## src/hw/rst_sleep_pkg.sv

```systemverilog
// Package: constants for the reset and sleep power control block.
// Assumes a 100 MHz pclk; the minimum pin pulse count derives from it.
package rst_sleep_pkg;
   localparam int unsigned CLK_MHZ           = 100;
   // Minimum pin pulse in ns and cycles, rounded up
   localparam int unsigned EXT_PULSE_NS      = 1500;
   localparam int unsigned EXT_PULSE_CYC     = (EXT_PULSE_NS * CLK_MHZ + 999) / 1000;
   // Register byte addresses
   localparam logic [11:0] ADDR_CONTROL      = 12'h000;
   localparam logic [11:0] ADDR_STATUS       = 12'h004;
   localparam logic [11:0] ADDR_POWER        = 12'h008;
   localparam logic [11:0] ADDR_DELAY        = 12'h00c;
   // Control register fields
   localparam int unsigned CTL_SLEEP_LSB     = 0;
   localparam int unsigned CTL_SLEEP_REQ     = 3;
   localparam int unsigned CTL_SCAN_DIS      = 4;
   localparam int unsigned CTL_SCAN_RST      = 5;
   localparam int unsigned CTL_ADC_EN        = 6;
   localparam int unsigned CTL_CMP_EN        = 7;
   localparam int unsigned CTL_CMP_BG        = 8;
   localparam logic [31:0] CONTROL_RESET     = 32'h0000_0000;
   // Reset source bits of the status register
   localparam int unsigned SRC_POR           = 0;
   localparam int unsigned SRC_EXT           = 1;
   localparam int unsigned SRC_BOD           = 2;
   localparam int unsigned SRC_WDT           = 3;
   localparam int unsigned SRC_SCAN          = 4;
   localparam int unsigned NUM_SOURCES       = 5;
   // Base stretch length
   localparam int unsigned DELAY_DEFAULT     = 16;
   typedef enum logic [2:0] {
      SLEEP_IDLE     = 3'b000,
      SLEEP_ADC_NR   = 3'b001,
      SLEEP_PWR_DOWN = 3'b010,
      SLEEP_PWR_SAVE = 3'b011,
      SLEEP_RSVD_4   = 3'b100,
      SLEEP_RSVD_5   = 3'b101,
      SLEEP_STANDBY  = 3'b110,
      SLEEP_EXT_STBY = 3'b111
   } sleep_type;
   typedef enum logic [1:0] {
      SEQ_HOLD    = 2'b00,
      SEQ_STRETCH = 2'b01,
      SEQ_RUN     = 2'b10
   } seq_type;
endpackage : rst_sleep_pkg

```

## src/hw/rst_sleep_ctrl.sv

```systemverilog
// Reset combiner, reset stretch counter and sleep power gating with an APB register slave.
// Assumes detector and pin inputs are asynchronous and a 100 MHz pclk that may stop only
// while the analog reset inputs are asserted.
//
// Function
// [RQ1] Internal reset returns all registers to initial values; execution restarts at vector.
// [RQ2] Any active source forces port reset asynchronously, without any clock; here only power-on does, the other sources pass through pclk flops.
// [RQ3] After all sources release, count fuse-selected delay before releasing reset.
// [RQ4] Exactly five sources ORed: power-on, pin, watchdog, brown-out, scan register.
// [RQ5] Reset held while supply is below power-on threshold.
// [RQ6] Pin low longer than minimum pulse causes reset; outside must hold it.
// [RQ7] Watchdog reset only when watchdog enabled and its period expires.
// [RQ8] Brown-out reset while detector enabled and supply low; never when disabled.
// [RQ9] Reset held while scan reset register is one; released when cleared.
// [RQ10] Supply rising starts counter; falling reasserts reset immediately.
// [RQ11] Enabled converter stays on in sleep; re-enable flags extended conversion.
// [RQ12] Comparator off in deep sleep; bandgap reference kept if comparator uses it.
// [RQ13] Fuse-enabled brown-out detector stays active in every sleep mode.
// [RQ14] Enabled watchdog keeps running in every sleep mode.
// [RQ15] Reference on only when detector, comparator or converter requests it.
// [RQ16] Input buffers off when I/O and converter clocks stop; wake inputs stay.
// [RQ17] Debug fuse keeps main clock running in power-down and power-save.
// [RQ18] Scan port disabled by disable bit or unprogrammed enable fuse.
// [RQ19] Enabled scan port leaves TDO undriven while not shifting.
// [RQ20] Sleep select: 000,001,010,011,110,111 modes; 100 and 101 reserved.
// [RQ21] Watchdog reset is one-cycle pulse; delay starts at its falling edge.
// [RQ22] Pin returning high runs delay counter before internal reset releases.
// [RQ23] Delay length and fuses are static inputs sampled while reset asserted.
// [RQ24] Reset asserts asynchronously and releases synchronously to pclk.
`timescale 1ns/10ps
`default_nettype none
module rst_sleep_ctrl #(
   parameter int unsigned DELAY_WIDTH = 16
) (
   input  wire logic        pclk,
   input  wire logic        presetn,
   input  wire logic        psel,
   input  wire logic        penable,
   input  wire logic        pwrite,
   input  wire logic [11:0] paddr,
   input  wire logic [31:0] pwdata,
   output logic [31:0]      prdata,
   output logic             pready,
   output logic             pslverr,
   input  wire logic        power_ok,
   input  wire logic        reset_pin_n,
   input  wire logic        watchdog_timeout,
   input  wire logic        watchdog_enable,
   input  wire logic        brownout_detector_low,
   input  wire logic [3:0]  startup_delay_select,
   input  wire logic        brownout_enable_fuse,
   input  wire logic        debug_enable_fuse,
   input  wire logic        scan_port_enable_fuse,
   input  wire logic        scan_shifting,
   input  wire logic        scan_tdo_data,
   output logic             ports_reset_n,
   output logic             internal_reset_n,
   output logic             cpu_clock_run,
   output logic             io_clock_run,
   output logic             adc_clock_run,
   output logic             async_clock_run,
   output logic             main_osc_run,
   output logic             adc_power,
   output logic             adc_extended_conv,
   output logic             comparator_power,
   output logic             reference_power,
   output logic             brownout_power,
   output logic             watchdog_run,
   output logic             input_buffer_enable,
   output logic             wake_input_enable,
   output logic             scan_port_enable,
   output logic             tdo_out,
   output logic             tdo_oe_n
);
   if (DELAY_WIDTH < 8 || DELAY_WIDTH > 24) begin : gen_width_check
      $error("DELAY_WIDTH out of range");
   end

   // Watchdog pulse and scan reset bit are internal logic on pclk; power-on, pin and brown-out cross in.
   localparam int unsigned NUM_W = rst_sleep_pkg::NUM_SOURCES;
   logic                   pin_meta;
   logic                   pin_sync;
   logic                   bod_meta;
   logic                   bod_sync;
   logic [15:0]            pin_low_cnt;
   logic                   ext_reset;
   logic                   wdt_pulse;
   logic                   async_src_n;
   logic                   rst_meta;
   logic                   src_sync_n;
   logic [NUM_W-1:0]       src_flags;
   logic [DELAY_WIDTH-1:0] delay_cnt;
   logic [DELAY_WIDTH-1:0] delay_len;
   logic                   brownout_fuse;
   logic                   debug_fuse;
   logic                   scan_fuse;
   rst_sleep_pkg::seq_type seq;
   logic [31:0]            control;
   logic                   adc_en_prev;
   logic                   sleep_active;
   rst_sleep_pkg::sleep_type mode;

   function automatic logic [DELAY_WIDTH-1:0] delay_for(input logic [3:0] sel);
      delay_for = DELAY_WIDTH'(rst_sleep_pkg::DELAY_DEFAULT) << sel[3:2];
   endfunction : delay_for

   // Pin and brown-out level are two-flop synchronised before anything reads them.
   always_ff @(posedge pclk or negedge power_ok) begin
      if (!power_ok) begin
         pin_meta <= 1'b1;
         pin_sync <= 1'b1;
         bod_meta <= 1'b0;
         bod_sync <= 1'b0;
      end else begin
         pin_meta <= reset_pin_n;
         pin_sync <= pin_meta;
         bod_meta <= brownout_detector_low;
         bod_sync <= bod_meta;
      end
   end

   // Pulse filter: short glitches on the pin are not guaranteed to reset.
   always_ff @(posedge pclk or negedge power_ok) begin
      if (!power_ok) begin
         pin_low_cnt <= 16'h0000;
         ext_reset   <= 1'b0;
      end else if (pin_sync) begin
         pin_low_cnt <= 16'h0000;
         ext_reset   <= 1'b0;                                                   // [RQ22]
      end else if (pin_low_cnt >= 16'(rst_sleep_pkg::EXT_PULSE_CYC)) begin
         ext_reset   <= 1'b1;                                                   // [RQ6]
      end else begin
         pin_low_cnt <= pin_low_cnt + 16'h0001;
      end
   end

   // One-cycle watchdog pulse, only with the watchdog enabled.
   always_ff @(posedge pclk or negedge power_ok) begin
      if (!power_ok) begin
         wdt_pulse <= 1'b0;
      end else begin
         wdt_pulse <= watchdog_timeout && watchdog_enable && !wdt_pulse;        // [RQ7] [RQ21]
      end
   end

   // Power-on is the only truly asynchronous source; the others are clocked events.
   assign async_src_n = power_ok;                                              // [RQ5] [RQ10]

   // Combined source level: any of the four clocked sources holds reset.
   logic any_source;
   assign any_source = ext_reset || wdt_pulse || (brownout_fuse && bod_sync)   // [RQ4] [RQ8]
                       || control[rst_sleep_pkg::CTL_SCAN_RST];                 // [RQ9]

   // Port reset: asserts at once, releases on a clock edge.
   always_ff @(posedge pclk or negedge async_src_n) begin
      if (!async_src_n) begin
         rst_meta   <= 1'b0;
         src_sync_n <= 1'b0;
      end else begin
         rst_meta   <= 1'b1;
         src_sync_n <= rst_meta;                                                // [RQ24]
      end
   end
   assign ports_reset_n = src_sync_n && !any_source;                            // [RQ2]

   // Fuses and delay select captured while reset is held.
   always_ff @(posedge pclk or negedge power_ok) begin
      if (!power_ok) begin
         delay_len     <= '0;
         brownout_fuse <= 1'b0;
         debug_fuse    <= 1'b0;
         scan_fuse     <= 1'b0;
      end else if (seq != rst_sleep_pkg::SEQ_RUN) begin
         delay_len     <= delay_for(startup_delay_select);                      // [RQ23]
         brownout_fuse <= brownout_enable_fuse;
         debug_fuse    <= debug_enable_fuse;
         scan_fuse     <= scan_port_enable_fuse;
      end
   end

   // Stretch sequencer; falling supply drops straight back to hold.
   always_ff @(posedge pclk or negedge async_src_n) begin
      if (!async_src_n) begin
         seq       <= rst_sleep_pkg::SEQ_HOLD;
         delay_cnt <= '0;
      end else begin
         case (seq)
            rst_sleep_pkg::SEQ_HOLD: begin
               delay_cnt <= '0;
               if (src_sync_n && !any_source) begin
                  seq <= rst_sleep_pkg::SEQ_STRETCH;                            // [RQ3] [RQ21]
               end
            end
            rst_sleep_pkg::SEQ_STRETCH: begin
               if (any_source) begin
                  seq <= rst_sleep_pkg::SEQ_HOLD;
               end else if (delay_cnt >= delay_len) begin
                  seq <= rst_sleep_pkg::SEQ_RUN;                                // [RQ3]
               end else begin
                  delay_cnt <= delay_cnt + 1'b1;
               end
            end
            rst_sleep_pkg::SEQ_RUN: begin
               if (any_source) begin
                  seq <= rst_sleep_pkg::SEQ_HOLD;
               end
            end
            default: begin
               seq <= rst_sleep_pkg::SEQ_HOLD;
            end
         endcase
      end
   end
   // Registered state only, so internal reset leaves on one clean edge.
   assign internal_reset_n = (seq == rst_sleep_pkg::SEQ_RUN);                   // [RQ1] [RQ24]

   // Source flags: set on each cause, cleared by writing zero; set wins.
   logic write_access;
   assign write_access = psel && penable && pwrite;
   always_ff @(posedge pclk or negedge power_ok) begin
      if (!power_ok) begin
         src_flags <= NUM_W'(1);
      end else begin
         for (int i = 0; i < NUM_W; i++) begin
            if (write_access && paddr == rst_sleep_pkg::ADDR_STATUS && !pwdata[i]) begin
               src_flags[i] <= 1'b0;
            end
         end
         if (ext_reset) begin
            src_flags[rst_sleep_pkg::SRC_EXT] <= 1'b1;
         end
         if (brownout_fuse && bod_sync) begin
            src_flags[rst_sleep_pkg::SRC_BOD] <= 1'b1;
         end
         if (wdt_pulse) begin
            src_flags[rst_sleep_pkg::SRC_WDT] <= 1'b1;
         end
         if (control[rst_sleep_pkg::CTL_SCAN_RST]) begin
            src_flags[rst_sleep_pkg::SRC_SCAN] <= 1'b1;
         end
      end
   end

   // Control register; scan reset bit survives internal reset so it can hold it.
   always_ff @(posedge pclk or negedge async_src_n) begin
      if (!async_src_n) begin
         control <= rst_sleep_pkg::CONTROL_RESET;
      end else if (write_access && paddr == rst_sleep_pkg::ADDR_CONTROL) begin
         control <= {23'h000000, pwdata[8:0]};
      end else if (!internal_reset_n) begin
         control <= rst_sleep_pkg::CONTROL_RESET
                    | (control & (32'h1 << rst_sleep_pkg::CTL_SCAN_RST));       // [RQ1]
      end
   end

   // APB read and error: single-cycle answer, unmapped addresses error.
   logic addr_hit;
   assign addr_hit = (paddr == rst_sleep_pkg::ADDR_CONTROL) || (paddr == rst_sleep_pkg::ADDR_STATUS)
                     || (paddr == rst_sleep_pkg::ADDR_POWER) || (paddr == rst_sleep_pkg::ADDR_DELAY);
   assign pready  = 1'b1;
   assign pslverr = psel && penable && !addr_hit;
   always_ff @(posedge pclk or negedge presetn) begin
      if (!presetn) begin
         prdata <= 32'h0000_0000;
      end else if (psel && !penable && !pwrite) begin
         if (paddr == rst_sleep_pkg::ADDR_CONTROL) begin
            prdata <= control;
         end else if (paddr == rst_sleep_pkg::ADDR_STATUS) begin
            prdata <= {27'h0000000, src_flags};
         end else if (paddr == rst_sleep_pkg::ADDR_POWER) begin
            prdata <= {19'h00000, main_osc_run, input_buffer_enable, reference_power,
                       comparator_power, adc_power, adc_extended_conv, brownout_power,
                       watchdog_run, scan_port_enable, io_clock_run, adc_clock_run,
                       async_clock_run, cpu_clock_run};
         end else if (paddr == rst_sleep_pkg::ADDR_DELAY) begin
            prdata <= 32'(delay_len);
         end else begin
            prdata <= 32'h0000_0000;
         end
      end
   end

   // Sleep decode; reserved codes leave the device awake.
   assign mode = rst_sleep_pkg::sleep_type'(control[rst_sleep_pkg::CTL_SLEEP_LSB +: 3]);
   always_comb begin
      sleep_active    = control[rst_sleep_pkg::CTL_SLEEP_REQ] && internal_reset_n;
      cpu_clock_run   = 1'b1;
      io_clock_run    = 1'b1;
      adc_clock_run   = 1'b1;
      async_clock_run = 1'b1;
      main_osc_run    = 1'b1;
      if (sleep_active) begin
         case (mode)                                                            // [RQ20]
            rst_sleep_pkg::SLEEP_IDLE: begin
               cpu_clock_run = 1'b0;
            end
            rst_sleep_pkg::SLEEP_ADC_NR: begin
               cpu_clock_run = 1'b0;
               io_clock_run  = 1'b0;
            end
            rst_sleep_pkg::SLEEP_PWR_DOWN, rst_sleep_pkg::SLEEP_STANDBY: begin
               cpu_clock_run   = 1'b0;
               io_clock_run    = 1'b0;
               adc_clock_run   = 1'b0;
               async_clock_run = 1'b0;
               main_osc_run    = (mode == rst_sleep_pkg::SLEEP_STANDBY) || debug_fuse; // [RQ17]
            end
            rst_sleep_pkg::SLEEP_PWR_SAVE, rst_sleep_pkg::SLEEP_EXT_STBY: begin
               cpu_clock_run = 1'b0;
               io_clock_run  = 1'b0;
               adc_clock_run = 1'b0;
               main_osc_run  = (mode == rst_sleep_pkg::SLEEP_EXT_STBY) || debug_fuse; // [RQ17]
            end
            default: begin
               cpu_clock_run = 1'b1;
            end
         endcase
      end
   end

   // Power gating of analog blocks.
   logic cmp_on;
   assign cmp_on = control[rst_sleep_pkg::CTL_CMP_EN] && (!sleep_active
                   || mode == rst_sleep_pkg::SLEEP_IDLE || mode == rst_sleep_pkg::SLEEP_ADC_NR); // [RQ12]
   assign comparator_power    = cmp_on;
   assign adc_power           = control[rst_sleep_pkg::CTL_ADC_EN];             // [RQ11]
   assign brownout_power      = brownout_fuse;                                  // [RQ13]
   assign watchdog_run        = watchdog_enable;                                // [RQ14]
   assign reference_power     = brownout_fuse || adc_power
                                || (control[rst_sleep_pkg::CTL_CMP_EN]
                                    && control[rst_sleep_pkg::CTL_CMP_BG]); // [RQ15]
   assign input_buffer_enable = io_clock_run || adc_clock_run;                  // [RQ16]
   assign wake_input_enable   = 1'b1;                                           // [RQ16]

   // Converter re-enable marks the next conversion as extended.
   always_ff @(posedge pclk or negedge presetn) begin
      if (!presetn) begin
         adc_en_prev       <= 1'b0;
         adc_extended_conv <= 1'b1;
      end else begin
         adc_en_prev <= adc_power;
         if (!adc_power) begin
            adc_extended_conv <= 1'b1;                                          // [RQ11]
         end else if (adc_en_prev) begin
            adc_extended_conv <= 1'b0;
         end
      end
   end

   // Scan port enable and TDO drive.
   assign scan_port_enable = scan_fuse && !control[rst_sleep_pkg::CTL_SCAN_DIS]; // [RQ18]
   assign tdo_out          = scan_tdo_data;
   assign tdo_oe_n         = !(scan_port_enable && scan_shifting);              // [RQ19]
endmodule : rst_sleep_ctrl
`default_nettype wire

```

## config.mk

```make
export PLATFORM = sky130hd
export DESIGN_NAME = rst_sleep_ctrl
export DESIGN_NICKNAME = d
export VERILOG_FILES = /design/src/hw/rst_sleep_pkg.sv /design/src/hw/rst_sleep_ctrl.sv
export SDC_FILE = /design/constraint.sdc
export NUM_CORES = 1
export LEC_CHECK = 0
export BUFFER_PORTS_ARGS = -buffer_cell sky130_fd_sc_hd__buf_2
export CAP_MARGIN = 40
export CORE_MARGIN = 3
export CORE_UTILIZATION = 52
export DETAILED_ROUTE_END_ITERATION = 8
export PLACE_DENSITY = 0.8
export SLEW_MARGIN = 0
export SYNTH_ARGS = -nofsm -noshare
export SYNTH_HDL_FRONTEND = slang
export SYNTH_SLANG_ARGS = --single-unit
```

## constraint.sdc

```tcl
create_clock -name pclk -period 2.2 [get_ports pclk]
set_input_delay 0.44 -clock pclk [delete_from_list [all_inputs] [get_ports pclk]]
set_output_delay 0.44 -clock pclk [all_outputs]
set_load 0.05 [all_outputs]
```

---- After elaboration in Yosys (flattened, before gate mapping) ----
Cells that the tools add are included.
word-level totals
  input bits .............................. 63
  register bits ........................... 132
  output and inout bits ................... 52
  word-level logic and storage cells ...... 150
cells by class
  equal/unequal tests ..................... 19
  add/sub/neg operators ................... 2
  mux-type cells .......................... 38
  reduce and logical (&&, ||, !) cells .... 63
  shift-type cells ........................ 1
  magnitude comparators ................... 2
operators by type and width
  kind                                                                number
  two-way mux 32 bit                                                  5
  two-way mux 16 bit                                                  5
  adder 16 x 1 -> 16 bit, second input constant                       2
  one-hot mux 16 bit (2 select lines)                                 1
  == test 12 x 4 -> 1 bit, second input constant                      2
  logical AND 1 bit                                                   21
  two-way mux 1 bit                                                   21
  greater-or-equal comparator 16 bit                                  1
  greater-or-equal comparator 16 x 8 -> 1 bit, second input constant  1
  << shifter 5 x 2 -> 16 bit, first input constant                    1
  zero test 1 bit                                                     13
  logical OR 1 bit                                                    13
  == test 12 x 3 -> 1 bit, second input constant                      1
  zero test 12 bit                                                    1
  nonzero test 2 bit                                                  6
  != test 2 bit, second input constant                                5
  two-way mux 2 bit                                                   4
  == test 3 x 2 -> 1 bit, second input constant                       2
  == test 3 bit, second input constant                                2
  != test 2 x 1 -> 1 bit, second input constant                       3
  one-hot mux 2 bit (3 select lines)                                  1
  AND reduction 3 bit                                                 2
  OR reduction 6 bit                                                  1
  OR reduction 5 bit                                                  1
  other kinds (9)                                                     10

---- Logic depth before layout (Yosys ltp) ----
Gate-level depths: netlist (run 1).
  depth after elaboration ................. 9
  gate-level depth with buffers ........... 7
  depth with buffers taken out ............ 6

---- Worst setup path before layout (run 1) ----
OpenSTA, ideal clock, no wires.
  kind .................................... register to output
  from .................................... register seq[1]
  to ...................................... output adc_clock_run
  arrival time ............................ 1.955 ns
  required time ........................... 1.760 ns
  stages on the path, launching flop included .. 5
  path slack .............................. -0.195 ns
  buffers on the path ..................... 2
  cells stage by stage .................... dfrtp_1 -> nor2b_1 -> clkbuf_1 -> clkbuf_1 -> nand3_1
between the ends
  cells in the longest elaborated chain, start to end .. 3
RTL lines
  what                    line                   source
  from (decl)             rst_sleep_ctrl.sv:97   rst_sleep_pkg::seq_type seq;
  from (signal assigned)  rst_sleep_ctrl.sv:184  seq <= rst_sleep_pkg::SEQ_HOLD;
  from (signal assigned)  rst_sleep_ctrl.sv:191  seq <= rst_sleep_pkg::SEQ_STRETCH;
  from (signal assigned)  rst_sleep_ctrl.sv:196  seq <= rst_sleep_pkg::SEQ_HOLD;
  == test 2 bit           rst_sleep_ctrl.sv:215  assign internal_reset_n = (seq == rst_sleep_pkg::SEQ_RUN);
  via internal_reset_n    rst_sleep_ctrl.sv:57   output logic internal_reset_n,
  logical AND 1 bit       rst_sleep_ctrl.sv:286  sleep_active = control[rst_sleep_pkg::CTL_SLEEP_REQ] && internal_reset_n;
  two-way mux 1 bit       rst_sleep_ctrl.sv:292  if (sleep_active) begin
  to (decl)               rst_sleep_ctrl.sv:60   output logic adc_clock_run,
The timed path passes the listed nets, and every way through them passes these cells.

---- Final worst setup path (run 1) ----
  from .................................... register seq[0]
  to ...................................... output comparator_power
between the ends
  cells in the longest elaborated chain, start to end .. 6
RTL lines
  what                           line                   source
  == test 2 bit                  rst_sleep_ctrl.sv:215
  logical AND 1 bit              rst_sleep_ctrl.sv:286
  zero test 1 bit                rst_sleep_ctrl.sv:323  assign cmp_on = control[rst_sleep_pkg::CTL_CMP_EN] && (!sleep_active
  logical OR 1 bit (2 in a row)  rst_sleep_ctrl.sv:324  || mode == rst_sleep_pkg::SLEEP_IDLE || mode == rst_sleep_pkg::SLEEP_ADC_NR);
  logical AND 1 bit              rst_sleep_ctrl.sv:323
  to (decl)                      rst_sleep_ctrl.sv:65   output logic comparator_power,
Every way passes these cells.

==> impl_metrics.env, run 1 <==
export IMPL_status="finished clean"
export IMPL_core_um2=6982
export IMPL_rr_startpoint="seq[1]"
export IMPL_fillers=554
export IMPL_vias_per_cell=5.530
export IMPL_grt_pass1_vias=2948
export IMPL_synth_edf_count=0
export IMPL_hold_violations=0
export IMPL_startpoint_type="register"
export IMPL_final_setup_viol_count=0
export IMPL_async_reset_ff_frac=1.000
export IMPL_cp_arrival_ns=1.72
export IMPL_synth_area_um2=3865
export IMPL_regToRegSetupSlack_ns=0.11
export IMPL_slowest_stage="dfrtp_2"
export IMPL_cts_tree="built"
export IMPL_ir_worst_vdd_mv=0.5309
export IMPL_grt_max_degree=64
export IMPL_htree_levels=3
export IMPL_io_pins=115
export IMPL_grt_ovfl_total=0
export IMPL_r2r_cells=5
export IMPL_total_power_mw=3.651
export IMPL_ys_top_cells_by_area="dfrtp_1, buf_4, nand2_1"
export IMPL_cts_root_buf="clkbuf_8"
export IMPL_synth_distinct_cells=59
export IMPL_start_util=0.5536
export IMPL_hp_class="input port to asynchronous set/reset pin"
export IMPL_clk_path_buf_depth=2
export IMPL_portBuffers=66
export IMPL_place_gp_congestion=0.8805
export IMPL_cp_max_fo=12
export IMPL_drv_cap=0
export IMPL_netlist_instances=381
export IMPL_cp_top_family="flip-flops"
export IMPL_die_h_um=92.21
export IMPL_clk_pin_slew_ns=0.09
export IMPL_crit_chain="nor2b_4 -> buf_6 -> nand2_1 -> o21a_1 -> buf_2"
export IMPL_rr_endpoint="delay_cnt[7]"
export IMPL_rows=30
export IMPL_drt_wirelength_per_cell_um=15.31
export IMPL_yosysMostFrequentCell="dfrtp_1"
export IMPL_clock_latency_ns=0.35
export IMPL_synth_commonest_cells="dfrtp_1, nand2_1, buf_4, nor2_1, o21ai_0"
export IMPL_grt_pass1_wl_mm=14.16
export IMPL_synth_area_leader_cell="dfrtp_1"
export IMPL_path_class="register to output pin"
export IMPL_synth_area_per_cell_um2=10.14
export IMPL_synth_top_area_frac=0.4791
export IMPL_totalNegativeSetupSlack_ns=0
export IMPL_ys_seq_area_frac=0.5063
export IMPL_antenna_cells=0
export IMPL_wirelength_mm=8.575
export IMPL_fin_crit_ns=2.162
export IMPL_hpwl_mm=6.299
export IMPL_die_area_um2=8503
export IMPL_clock_sinks=78
export IMPL_syn_to_final_growth_pct=17.71
export IMPL_fin_nets=530
export IMPL_fin_worst_skew_ns=0.009653
export IMPL_drt_first_pass_iters=5
export IMPL_startpoint="seq[0]"
export IMPL_ys_flop_type="dfrtp_1"
export IMPL_cp_end_kind="output pin"
export IMPL_fp_dieW_um=92.21
export IMPL_cp_required_ns=1.76
export IMPL_clock_fmax_mhz=462.5
export IMPL_drc=0
export IMPL_num_vias=3097
export IMPL_ys_seq_elements=78
export IMPL_drv_slew=0
export IMPL_yosys_warnings=0
export IMPL_drt_initial_drc_count=106
export IMPL_cp_buffers_inverters=2
export IMPL_drtAntennaViolNets=0
export IMPL_path_depth=5
export IMPL_numCtsBuffers=9
export IMPL_post_route_period_util=0.9829
export IMPL_drive_above_1_share=0.2866
export IMPL_track_usage=0.2112
export IMPL_place_inst=542
export IMPL_total_leakage_power_nw=2.130
export IMPL_slowest_delay_ns=0.46
export IMPL_antenna_found_initial=0
export IMPL_rsz0062_at_grt="true"
export IMPL_holdWs_ns=0.07000
export IMPL_power_density_nw_per_um2=802.5
export IMPL_finalNonFillerCells=560
export IMPL_critPathCapture="comparator_power"
-- cell usage in the layout, fill, tap and decap left out, types with 8 or more instances in the layout --
cell	count
clkbuf_8	9
nor2_1	23
o31ai_1	9
conb_1	22
nand3_1	11
or4_1	8
ha_1	8
dfrtp_1	73
buf_2	64
a21oi_1	16
and2_1	10
o21ai_0	21
inv_1	13
nand2b_1	8
nand2_1	41
nor2b_1	12
buf_4	17
-- per-stage QoR --
step                        util  worst slack, ns  cell area, um2
after CTS                 0.6477          0.01045            4522
final                     0.6516          0.03763            4549
after global routing      0.6516         -0.02295            4549
after detailed placement  0.6160          0.06669            4300
after floorplan                -          0.07691            3951
after global placement    0.6160          0.05506            4300
-- per-layer routing --
layer	vias to the layer above	wire length, um	track usage
met4	0	172	0.09777
met2	119	4130	0.3388
met5	-	0	0
met1	1495	3769	0.2738
met3	20	502	0.04594
li1	1463	-	-
-- layout make-up --
class	instances	area [um2]	share of cell area
timing repair buffer	85	496.7	0.1092
clock buffer	10	127.6	0.02805
inverter	13	48.80	0.01073
multi-input combinational	272	1727	0.3795
sequential	78	1958	0.4304
tap	96	120.1	0.02640
clock inverter	6	71.32	0.01568
-- how the worst min path moves through the flow --
stage / from / to / slack [ns] / cells past startpoint
finish: power_ok / delay_cnt[3] / 0.07 / 2
global route: power_ok / delay_cnt[3] / 0.09 / 2
CTS: power_ok / delay_cnt[2] / 0.09 / 2
detailed placement: rst_meta / src_sync_n / 0.34 / 0
global placement: rst_meta / src_sync_n / 0.33 / 0
floorplan: presetn / adc_en_prev / 0.14 / 0
-- power by group --
group	switching (mW)	total, mW	internal (mW)
clock	0.558	1.09	0.532
combinational	0.644	0.932	0.288
sequential	0.0981	1.63	1.53
total	1.30	3.65	2.35
-- registers in the layout (all words and copies together) (netlist names), 2 cells and up --
| register | cells |
|---|---|
| control | 9 |
| delay_cnt | 16 |
| delay_len | 4 |
| pin_low_cnt | 16 |
| prdata | 13 |
| seq | 2 |
| src_flags | 5 |
-- logic make-up after synthesis --
family,share of synthesized area
multiplexers,0.02849
adder cells (fa/ha/maj),0.02590
flip-flops,0.5063
AND/OR/NAND/NOR,0.2195
AO/OA/AOI/OAI,0.1424
other,0.001943
buffers and inverters,0.07543
-- timing repair --
item | CTS | global route
pin swaps | 0 | 2
buffers inserted | 1 | 0
resized for setup | 1 | 9
endpoints found under the setup margin | 2 | 6
hold endpoints to repair | 14 | 0
hold buffers | 1 | 0
Power figures use the tool's default switching activity.
==> run 2: changes to the inputs <==
- PLACE_DENSITY: 0.8 -> 0.89
==> run 2 against run 1 <==
Effect of this change: clock-buffer cell count grew 3; die area is the same; final area grew 0.72%; non-clock buffer count grew 1; register-to-register slack is essentially flat; first-iteration DRC count grew 83%; worst setup slack gained 0.031 ns; clock skew shrank 0.0023 ns; sequential power is essentially flat; routed wire length grew 5.3%; highest routed layer unchanged.
==> impl_metrics.env, run 2 (synthesized netlist as in run 1, its figures left out) <==
export IMPL_totalNegativeSetupSlack_ns=0
export IMPL_p_seq_frac=0.428
export IMPL_status="finished clean"
export IMPL_place_worst_setup_slack_ns=0.06025
export IMPL_drtAntennaViolNets=0
export IMPL_grt_pass1_vias=3215
export IMPL_cp_top_family="simple AND/OR/NAND/NOR gates"
export IMPL_path_class="register to output pin"
export IMPL_grt_pass1_wl_mm=14.83
export IMPL_power_frac_clock=0.324
export IMPL_cts_tree="built"
export IMPL_hpwl_mm=6.585
export IMPL_cp_required_ns=1.76
export IMPL_slowest_stage="dfrtp_2"
export IMPL_grt_max_degree=26
export IMPL_drc=0
export IMPL_hold_violations=0
export IMPL_final_common_cell="dfrtp_1"
export IMPL_cts_root_buf="clkbuf_8"
export IMPL_core_um2=6982
export IMPL_total_power_mw=3.815
export IMPL_holdWs_ns=0.07413
export IMPL_start_util=0.5536
export IMPL_regToRegSetupSlack_ns=0.11
export IMPL_wirelength_mm=9.029
export IMPL_post_route_period_util=0.9686
export IMPL_drt_initial_drc_count=194
export IMPL_cp_arrival_ns=1.69
export IMPL_clock_sinks=78
export IMPL_drv_slew=0
export IMPL_clock_fmax_mhz=469.3
export IMPL_worst_pin_slew_ns=0.5577
export IMPL_syn_to_final_growth_pct=18.55
export IMPL_p_sw_mw=1.252
export IMPL_clk_pin_slew_ns=0.08
export IMPL_antenna_cells=0
export IMPL_cp_buffers_inverters=1
export IMPL_num_vias=3150
export IMPL_die_h_um=92.21
export IMPL_maxSlewHeadroom=0.6262
export IMPL_clock_latency_ns=0.35
export IMPL_most_common_layout_cells="dfrtp_1, buf_2, nand2_1"
export IMPL_slowest_delay_ns=0.46
export IMPL_crit_chain="nor2b_4 -> nand3_2 -> or3_4 -> buf_2"
export IMPL_place_gp_congestion=0.8535
export IMPL_rr_endpoint="delay_cnt[7]"
export IMPL_r2r_cells=6
export IMPL_cp_end_kind="output pin"
export IMPL_fin_nets=531
export IMPL_portBuffers=66
export IMPL_total_leakage_power_nw=2.156
export IMPL_fp_dieW_um=92.21
export IMPL_combPwrFrac=0.248
export IMPL_io_pins=115
export IMPL_fin_crit_ns=2.131
export IMPL_hp_class="input port to asynchronous set/reset pin"
export IMPL_die_area_um2=8503
export IMPL_numCtsBuffers=9
export IMPL_fin_worst_skew_ns=0.007343
export IMPL_vias_per_cell=5.615
export IMPL_grt_ovfl_total=0
export IMPL_largestRegisters="delay_cnt (16), pin_low_cnt (16), prdata (13)"
export IMPL_drv_cap=0
export IMPL_antenna_found_initial=0
export IMPL_internal_power_mw=2.563
export IMPL_drt_wirelength_per_cell_um=16.09
export IMPL_htree_levels=3
export IMPL_timing_final_ws_setup_ns=0.06911
export IMPL_rr_startpoint="seq[1]"
export IMPL_drt_first_pass_iters=4
export IMPL_track_usage=0.2163
export IMPL_startpoint_type="register"
export IMPL_p_sw_frac=0.3282
export IMPL_power_density_nw_per_um2=832.7
export IMPL_clk_path_buf_depth=2
export IMPL_cp_max_fo=6
export IMPL_rows=30
export IMPL_ir_worst_vdd_mv=0.6752
export IMPL_drive_above_1_share=0.2925
export IMPL_final_setup_viol_count=0
==> run 2: worst max path at each step <==
| stage | from | to | slack (ns) | cells after the start |
|---|---|---|---|---|
| after floorplan | control[4] | tdo_oe_n | 0.08 | 2 |
| after global placement | paddr[9] | prdata[4] | 0.06 | 6 |
| after detailed placement | paddr[9] | prdata[0] | 0.06 | 6 |
| after CTS | control[5] | ports_reset_n | 0.01 | 3 |
| after global routing | delay_len[7] | delay_cnt[3] | -0.08 | 7 |
| final | seq[0] | main_osc_run | 0.07 | 4 |
==> run 2: power groups by stage <==
stage / combinational, mW / clock (mW) / sequential, mW
2_1_floorplan: 0.558 / 0 / 1.73
3_3_place_gp: 0.844 / 0 / 1.65
3_5_place_dp: 0.877 / 0 / 1.66
4_1_cts: 0.887 / 1.24 / 1.64
5_1_grt: 1.02 / 1.31 / 1.65
6_report: 0.945 / 1.24 / 1.63
==> run 2: per-layer routing <==
layer	routed length, um	vias to the layer above	part of all wire	global-route usage
met2	4719	106	0.52	0.3662
met1	3680	1555	0.41	0.2629
met4	150	0	0.017	0.09406
met3	478	15	0.053	0.05168
met5	0	-	0	0
li1	-	1474	-	-
==> run 2: area by class of cell <==
cell class	count	area, um2
fill	553	2400
multi-input combinational	272	1722
clock inverter	3	65.06
sequential	78	1959
inverter	13	48.80
tap	96	120.1
timing repair buffer	86	498.0
clock buffer	13	168.9
==> run 2: through the flow <==
stage | cells | area [um2] | utilization
final | 561 | 4582 | 0.6563
after global routing | 561 | 4582 | 0.6563
after CTS | 558 | 4531 | 0.6489
after detailed placement | 541 | 4280 | 0.6131
after global placement | 541 | 4280 | 0.6131
after floorplan | 401 | 3951 | -
==> run 2: timing repair <==
item | in CTS | in global routing
endpoints found under the hold margin | 14 | 0
hold buffers | 1 | 0
setup buffers | 0 | 3
endpoints found under the setup margin | 2 | 6
pin swaps | 0 | 2
cloned | 0 | 0
resized for setup | 2 | 6
==> run 3: changes to the inputs <==
- ABC_AREA: not set -> 1
- CORE_UTILIZATION: 52 -> 53
==> run 3 against run 2 <==
Effect of this change: clock power shrank 27%; via count grew 17%; die area grew 7.7%; critical path type unchanged; largest power group unchanged; combinational power shrank 63%; utilization shrank 4.0 points; routed wire length grew 3.6%; global-route usage grew 0.13 points; area after synthesis grew 10%; power shrank 28%; register-to-register slack gained 0.25 ns.
==> impl_metrics.env, run 3 <==
export IMPL_ys_seq_elements=78
export IMPL_final_setup_viol_count=0
export IMPL_vias_per_cell=5.059
export IMPL_cp_end_kind="output pin"
export IMPL_final_common_cell="nand2_1"
export IMPL_synth_area_per_cell_um2=7.779
export IMPL_drt_wirelength_per_cell_um=12.88
export IMPL_core_um2=7767
export IMPL_status="finished clean"
export IMPL_drtAntennaViolNets=0
export IMPL_ys_flop_type="dfrtp_1"
export IMPL_startpoint_type="register"
export IMPL_wirelength_mm=9.353
export IMPL_hp_class="input port to asynchronous set/reset pin"
export IMPL_grt_max_degree=28
export IMPL_netlist_instances=548
export IMPL_internal_power_mw=1.950
export IMPL_start_util=0.5488
export IMPL_placed_area_um2=4616
export IMPL_cp_buffers_inverters=3
export IMPL_fin_worst_skew_ns=0.01175
export IMPL_io_pins=115
export IMPL_totalNegativeSetupSlack_ns=0
export IMPL_numCtsBuffers=9
export IMPL_cp_top_family="flip-flops"
export IMPL_slowest_stage="dfrtp_1"
export IMPL_track_usage=0.2176
export IMPL_cp_arrival_ns=1.59
export IMPL_ys_top_cells_by_area="dfrtp_1, nand2_1, nand3_1"
export IMPL_clock_sinks=78
export IMPL_die_area_um2=9156
export IMPL_yosysMostFrequentCell="nand2_1"
export IMPL_most_common_layout_cells="nand2_1, inv_1, dfrtp_1"
export IMPL_combPwrFrac=0.129
export IMPL_hpwl_mm=6.991
export IMPL_cts_root_buf="clkbuf_8"
export IMPL_timing_final_ws_setup_ns=0.1651
export IMPL_die_h_um=95.69
export IMPL_place_gp_congestion=0.8899
export IMPL_fin_area_um2=4785
export IMPL_worst_pin_slew_ns=0.6097
export IMPL_fp_dieW_um=95.69
export IMPL_highest_layer="met4"
export IMPL_clk_path_buf_depth=2
export IMPL_async_reset_ff_frac=1.000
export IMPL_rows=32
export IMPL_post_route_period_util=0.9249
export IMPL_power_frac_clock=0.329
export IMPL_fin_crit_ns=2.035
export IMPL_maxSlewHeadroom=0.5904
export IMPL_synth_top_area_frac=0.4344
export IMPL_grt_pass1_wl_mm=15.56
export IMPL_cp_required_ns=1.76
export IMPL_crit_chain="inv_2 -> nand2_2 -> nor2_1 -> o21ai_0 -> nand2_1 -> inv_1 -> buf_2"
export IMPL_synth_distinct_cells=37
export IMPL_drt_first_pass_iters=5
export IMPL_clock_latency_ns=0.35
export IMPL_portBuffers=66
export IMPL_p_sw_mw=0.7956
export IMPL_antenna_found_initial=0
export IMPL_grt_ovfl_total=0
export IMPL_grt_pass1_vias=3437
export IMPL_synth_commonest_cells="nand2_1, inv_1, dfrtp_1, nand3_1, nor2_1"
export IMPL_clk_pin_slew_ns=0.07
export IMPL_hold_violations=0
export IMPL_total_power_mw=2.746
export IMPL_drive_above_1_share=0.2003
export IMPL_htree_levels=3
export IMPL_yosys_warnings=0
export IMPL_routed_wl_met3_um=618
export IMPL_num_vias=3673
export IMPL_path_class="register to output pin"
export IMPL_power_density_nw_per_um2=573.9
export IMPL_total_leakage_power_nw=2.622
export IMPL_cp_max_fo=3
export IMPL_synth_area_um2=4263
export IMPL_clock_fmax_mhz=491.4
export IMPL_syn_to_final_growth_pct=12.24
export IMPL_p_sw_frac=0.2897
export IMPL_dr_wl_met2_mm=4.613
export IMPL_ir_worst_vdd_mv=0.3481
export IMPL_drc=0
export IMPL_fin_nets=690
export IMPL_ys_seq_area_frac=0.4591
export IMPL_drt_initial_drc_count=202
export IMPL_place_worst_setup_slack_ns=0.3822
export IMPL_largestRegisters="delay_cnt (16), pin_low_cnt (16), prdata (13)"
export IMPL_cts_tree="built"
export IMPL_p_seq_frac=0.542
export IMPL_rsz0062_at_grt="false"
export IMPL_slowest_delay_ns=0.41
export IMPL_cts_resized=0
export IMPL_wl_met1_mm=3.894
export IMPL_drv_slew=0
export IMPL_synth_area_leader_cell="dfrtp_1"
export IMPL_antenna_cells=0
export IMPL_drv_cap=0
export IMPL_synth_edf_count=0
## run 3: changes by cell type in the layout (fill, tap and decap cells not counted), moves of 11 or more
cell | before | now
a21oi_1 | 16 | 2
nand3_1 | 11 | 72
nor2_1 | 23 | 63
buf_4 | 19 | 3
nand2_2 | 0 | 11
nand2_1 | 41 | 110
nor2b_1 | 12 | 0
inv_1 | 13 | 86
## run 3: path summary, 6_finish.rpt
kind / slack (ns) / end / start / cells after the start
max in group asynchronous: 1.39 / adc_extended_conv / presetn / 2
max reg2reg: 0.36 / delay_cnt[15] / delay_cnt[4] / 9
max: 0.17 / comparator_power / seq[0] / 7
min reg2reg: 0.36 / pin_sync / pin_meta / 0
min: 0.08 / delay_cnt[9] / power_ok / 1
min in group pclk: 0.19 / pin_meta / reset_pin_n / 1
## run 3: layout make-up
| cell class | instances | area (um2) |
|---|---|---|
| clock buffer | 11 | 131.4 |
| sequential | 78 | 1957 |
| multi-input combinational | 363 | 1798 |
| tap | 102 | 127.6 |
| fill | 621 | 2983 |
| clock inverter | 5 | 27.53 |
| inverter | 96 | 360.3 |
| timing repair buffer | 71 | 382.9 |
## run 3: logic make-up (layout without fill, tap and decap cells)
family	Yosys count	after routing	synth area share
and+or+nand+nor	280	280	0.3035
buffers and inverters	127	183	0.1368
DFF	78	78	0.4591
AOI/OAI and AO/OA	46	46	0.06105
adders and majority gates	8	8	0.02348
xor gates and xnor gates	7	7	0.01438
other	2	22	0.001762
## run 3: power by group through the flow
stage | combinational [mW] | sequential (mW) | clock (mW)
finish | 0.354 | 1.49 | 0.903
floorplan | 0.224 | 1.56 | 0
global placement | 0.344 | 1.51 | 0
CTS | 0.355 | 1.49 | 0.928
global route | 0.386 | 1.49 | 0.985
detailed placement | 0.352 | 1.52 | 0
## run 3: per-stage QoR
stage          std cells  utilization  hold WS [ns]
2_1_floorplan        568            -        0.1444
3_3_place_gp         709       0.5942        0.3373
3_5_place_dp         709       0.5942        0.3459
4_1_cts              726       0.6160       0.09818
5_1_grt              726       0.6160        0.1187
6_report             726       0.6160       0.07990
## run 3: routing by layer
metal  vias up  track usage
li1       1804            -
met1      1711       0.2848
met2       137       0.3561
met3        21      0.03078
met4         0       0.1019
met5         -            0
## run 3: timing repair
action,CTS,global route
hold buffers,1,0
endpoints found under the hold margin,14,0
setup buffers,0,0
